--- config.mk ---
export PLATFORM = sky130hd
export DESIGN_NAME = brc_counter
export DESIGN_NICKNAME = d
export VERILOG_FILES = /design/src/shared/brc_pkg.sv /design/src/rtl/brc_counter.sv
export SDC_FILE = /design/constraint.sdc
export NUM_CORES = 1
export LEC_CHECK = 0
export ABC_AREA = 0
export BUFFER_PORTS_ARGS = -buffer_cell sky130_fd_sc_hd__buf_2
export CAP_MARGIN = 20
export CORE_AREA = 2 2 39 41
export CTS_BUF_LIST = sky130_fd_sc_hd__clkbuf_4
export DETAILED_ROUTE_END_ITERATION = 8
export DIE_AREA = 0 0 41 43
export PLACE_DENSITY = 0.63
export SKIP_CTS_REPAIR_TIMING = 1
export SLEW_MARGIN = 20
export SYNTH_ARGS = -nofsm -noshare
export SYNTH_HDL_FRONTEND = slang
export SYNTH_SLANG_ARGS = --single-unit
--- constraint.sdc ---
create_clock -name clk -period 1.66 [get_ports clk]
set_clock_uncertainty 0.2 [all_clocks]
set_input_delay 0.083 -clock clk [delete_from_list [all_inputs] [get_ports clk]]
set_output_delay 0.083 -clock clk [all_outputs]
set_load 0.05 [all_outputs]
--- src/shared/brc_pkg.sv ---
// package of constants and types for the 4-bit binary ripple counter
// Contract
// one divide-by-two stage plus divide-by-eight stage
// each stage advances on its clock's falling edge
// users avoid decoded count bits as clocks
// both clears high force all bits low
// user wires first output to upper clock
// 4-bit mode divides by 2,4,8,16
// 3-bit mode divides by 2,4,8
// lone toggle stage shares reset with upper
// 4-bit mode counts zero to fifteen, wraps
// clear acts at once; count resumes next edge; count goes to zero three enabled clk edges after both clears rise
package brc_pkg;
	localparam int unsigned UPPER_WIDTH = 3;
	localparam logic                   FIRST_RESET = 1'h0;
	localparam logic [UPPER_WIDTH-1:0] UPPER_RESET = 3'h0;
	localparam logic [UPPER_WIDTH-1:0] UPPER_STEP  = 3'h1;
	localparam logic [1:0]             SYNC_RESET  = 2'h0;
	localparam logic                   EDGE_LAST_RESET = 1'h0;

	// all state of the counter
	typedef struct packed {
		logic [1:0]             firstClkSync;
		logic [1:0]             upperClkSync;
		logic [1:0]             clearASync;
		logic [1:0]             clearBSync;
		logic                   firstClkLast;
		logic                   upperClkLast;
		logic                   firstBit;
		logic [UPPER_WIDTH-1:0] upperBits;
	} brc_state_s;
endpackage : brc_pkg

--- src/rtl/brc_counter.sv ---
// 4-bit binary ripple counter: divide-by-two and divide-by-eight stages
`timescale 1ns/1ps
module brc_counter (
	input  wire logic clk,
	input  wire logic rst,
	input  wire logic clkEn,
	input  wire logic clear_input_a,
	input  wire logic clear_input_b,
	input  wire logic first_stage_clock_n,
	input  wire logic upper_stage_clock_n,
	output logic      count_bit_zero,
	output logic      count_bit_one,
	output logic      count_bit_two,
	output logic      count_bit_three
);
	brc_pkg::brc_state_s state_q;
	brc_pkg::brc_state_s state_d;
	logic                clearNow;
	logic                firstFall;
	logic                upperFall;

	// the upper stage feeds exactly three output pins
	if (brc_pkg::UPPER_WIDTH != 3) begin : widthCheck
		$error("upper stage width must be three");
	end

	always_comb begin
		state_d = state_q;
		// pins pass two flops; only stage two is read by logic
		state_d.firstClkSync = {state_q.firstClkSync[0], first_stage_clock_n};
		state_d.upperClkSync = {state_q.upperClkSync[0], upper_stage_clock_n};
		state_d.clearASync   = {state_q.clearASync[0], clear_input_a};
		state_d.clearBSync   = {state_q.clearBSync[0], clear_input_b};
		state_d.firstClkLast = state_q.firstClkSync[1];
		state_d.upperClkLast = state_q.upperClkSync[1];
		clearNow  = state_q.clearASync[1] & state_q.clearBSync[1];
		firstFall = state_q.firstClkLast & ~state_q.firstClkSync[1];
		upperFall = state_q.upperClkLast & ~state_q.upperClkSync[1];
		if (clearNow) begin
			// clear overrides both clocks; clears whole counter together, see
			state_d.firstBit  = brc_pkg::FIRST_RESET;
			state_d.upperBits = brc_pkg::UPPER_RESET;
		end else begin
			// separate stages; upper clock wired externally for 4-bit, see
			if (firstFall) begin
				state_d.firstBit = ~state_q.firstBit;
			end
			if (upperFall) begin
				state_d.upperBits = state_q.upperBits + brc_pkg::UPPER_STEP;
			end
		end
	end

	always_ff @(posedge clk) begin
		if (rst) begin
			state_q.firstClkSync <= brc_pkg::SYNC_RESET;
			state_q.upperClkSync <= brc_pkg::SYNC_RESET;
			state_q.clearASync   <= brc_pkg::SYNC_RESET;
			state_q.clearBSync   <= brc_pkg::SYNC_RESET;
			state_q.firstClkLast <= brc_pkg::EDGE_LAST_RESET;
			state_q.upperClkLast <= brc_pkg::EDGE_LAST_RESET;
			state_q.firstBit     <= brc_pkg::FIRST_RESET;
			state_q.upperBits    <= brc_pkg::UPPER_RESET;
		end else if (clkEn) begin
			state_q <= state_d;
		end
	end

	// outputs come straight from state flops; may settle apart, see
	assign count_bit_zero  = state_q.firstBit;
	assign count_bit_one   = state_q.upperBits[0];
	assign count_bit_two   = state_q.upperBits[1];
	assign count_bit_three = state_q.upperBits[2];

	// the count as one word, bit zero least significant, for the checks below
	logic [3:0] countView;
	assign countView = {count_bit_three, count_bit_two, count_bit_one, count_bit_zero};
endmodule : brc_counter

==> impl_results.md <==
* Die area at ~1800 um2
* Min Tclk post-route at 1.56 ns
* Htree depth at 1
* Crit path max-delay cell type: dlygate4sd3_1
* Worst Hold Endpoint: count_bit_one
* Worst-path cell chain: dlygate4sd3_1 > buf_2 > nor2_1 > dlygate4sd3_1
* Critical path arrival at around 1.5 ns
* Dominant cell by count in the synthesized netlist: dfxtp_1
* Hold Path Class: in -> reg
* Placeable Area at approximately 1400 um2
* Psw at roughly 0.00013 W
* Crit start category: input pin
* Starting DRT DRC Count at 3
* Starting Density at 42.0%
* Fin nets at about 90
* Post-placement cell area at about 650 um2
* Status: complete, no violations
* GP Congestion at ~0.68
* Flop-to-flop setup slack at 0.30 ns
* Synth warn at 0
* Synth Area per Inst at between 9 and 10 um2
* Initial antenna violation count at 0
* FF-to-FF path depth at 3
* Largest net degree at the start of global routing at 18
* Clock root cell: clkbuf_4
* Top_reg_cell synth: dfxtp_1
* Maximum count of clock buffers along a single path at 2
* Buf+Inv Stages, Crit Path at 3
* Pwr Density at roughly 800 nW/um2
* CTS Sinks at 14
* Delay-heaviest family, CP: buffers and inverters
* Final Setup Violations at 0
* Diodes inserted at 0
* EDFF count, synth at 0
* Reg-to-reg startpoint: state_d[11]
* Most frequent CP cell: dlygate4sd3_1
* Fill cells at between 100 and 150
* Sequential area share after synthesis at between 40% and 50%
* IO Count at 11
* Hold Path Stages at 4
* Pint at 0.000464 W
* Max Transition Viols Final at 0
* Final Cell Area at approximately 740 um2
* Post-synthesis cell count at between 50 and 60
* IO Port Bufs at 10
* CP peak stage delay at around 0.57 ns
* Slew @ Worst Pin at around 0.27 ns
* Fraction of registers with async set/reset at 0%
* Row cnt at 14
* Register bit total from synthesis at 14
* Post-DR wirelength/cell at around 11 um
* Drt via density at roughly 4.7
* First-pass GRT wire length at between 1000 and 1500 um
* Sequential Power Share at between 50% and 60%
* Hold Violations, Final at 0
* Switching share of power at between 20% and 30%
* Synth area leader: dfxtp_1
* Synth area leaders: dfxtp_1 48%, mux2i_1 17%, nor2_1 7.1%
* Comb power frac at 10.2%
* CP Capture Type: register
* Top post-synthesis cells by count: 14 x dfxtp_1, 11 x nor2_1, 10 x mux2i_1, 6 x nand2b_1
* DRC at 0
* DIE WIDTH at 41 um
* Clock Latency Late Sink at roughly 0.27 ns
* Grt total ovfl at 0
* Area delta synth->final at 27.7%
* Max cap viols at 0
* Synth unique cells at 20
* All-layer global routing usage at between 10% and 20%
* CP max FO at 17
* Post-DP HPWL at about 660 um
* Peak VDD IR at between 0.0004 and 0.0005 V
* DRT Wirelength at slightly below 1000 um
* FMAX at around 640 MHz
* Top cell type's share of synthesized area at 48.2%
* CTS buffer count at 3
* Crit path kind: in -> reg
* Slew HR at between 80% and 90%
* Die Y at 43 um
* Post-route antenna net violation count at 0
* Clock power share at 30.6%
* First-pass iteration count of the detailed router at 4
* Reg2reg end: state_d[11]
* Period utilisation layout at a little over nine tenths
* Post-synth design cell area at between 500 and 600 um2
* Number of global-route vias before repair at 343
* Clk pin slew, worst setup/hold paths at roughly 0.08 ns
* Setup TNS at 0 ns
* Via count at 446
* CTS tree: built
* Leakage at approximately 0.33 nW
* Layout cell share with drive strength beyond 1 at about a fifth
* Syn nets at 67
* RSZ-0062 raised after global routing: false
* HP Start: clkEn
* CP Data Required Time at ~1.6 ns
-- layer usage --
layer	track usage, %	share of wire [%]
met1	19.2	51
met2	13.8	44
met3	3.14	3.5
met4	10.0	0.61
met5	0	0
-- worst reg2reg max path: stages, from the launching register on --
cell	delay, ns
dfxtp_1	0.32
mux2i_1	0.12
nor2_1	0.05
dlygate4sd3_1	0.57
-- state kept, by name, indices dropped and copies added, names as in the netlist --
name and flops:
state_d 6, state_q 4, count_bit_one 1, count_bit_three 1, count_bit_two 1, count_bit_zero 1
-- how the worst max path moves through the flow --
stage | startpoint | end | depth (start not counted)
detailed placement | state_q[9] | count_bit_zero | 3
global route | rst | state_d[11] | 4
floorplan | count_bit_one | count_bit_three | 4
global placement | state_q[9] | count_bit_zero | 3
finish | rst | state_d[11] | 4
CTS | state_q[9] | count_bit_zero | 3
-- layout make-up --
class | instances | area [um2] | area share (%)
multi-input cells | 42 | 289 | 38.9
flip-flops and latches | 14 | 280 | 37.7
repair buffers | 18 | 128 | 17.2
clock buffers | 3 | 22.5 | 3.03
well taps | 16 | 20.0 | 2.69
inverters | 1 | 3.75 | 0.505
-- per-stage QoR --
stage | utilization (%) | worst slack (ns) | total power, W | hold WS, ns | cells
after floorplan | - | 0.165 | 0.000392 | -0.0476 | 59
after global placement | 47.0 | 0.381 | 0.000408 | 0.116 | 84
after detailed placement | 47.0 | 0.358 | 0.000408 | 0.127 | 84
after CTS | 48.6 | 0.344 | 0.000595 | -0.164 | 87
after global routing | 53.7 | 0.0359 | 0.000629 | 0.0984 | 94
final | 53.7 | 0.102 | 0.000595 | 0.0650 | 94
-- cell usage in the layout, fill, tap and decap left out, drive strengths merged --
cell / instances
dfxtp: 14
nor2: 11
buf: 11
mux2i: 10
dlygate4sd3: 7
nand2b: 6
clkbuf: 3
o21ai: 3
a21boi: 3
nand4b: 2
nand2: 1
or4b: 1
nor2b: 1
inv: 1
o211ai: 1
a31oi: 1
nand3: 1
ha: 1
-- logic make-up after synthesis --
family / share of synthesized area, %
buffers and inverters: 2.15
muxes: 17.2
DFF: 48.2
AOI/OAI and AO/OA: 9.46
adders and majority gates: 2.15
and+or+nand+nor: 20.9
-- power by group through the flow --
stage | clock network (W) | registers, W | logic (W)
floorplan | 0 | 0.000361 | 0.0000315
global placement | 0 | 0.000360 | 0.0000474
detailed placement | 0 | 0.000360 | 0.0000476
CTS | 0.000194 | 0.000353 | 0.0000478
global route | 0.000208 | 0.000354 | 0.0000665
finish | 0.000182 | 0.000352 | 0.0000604
(Power assumes the default switching activity.)
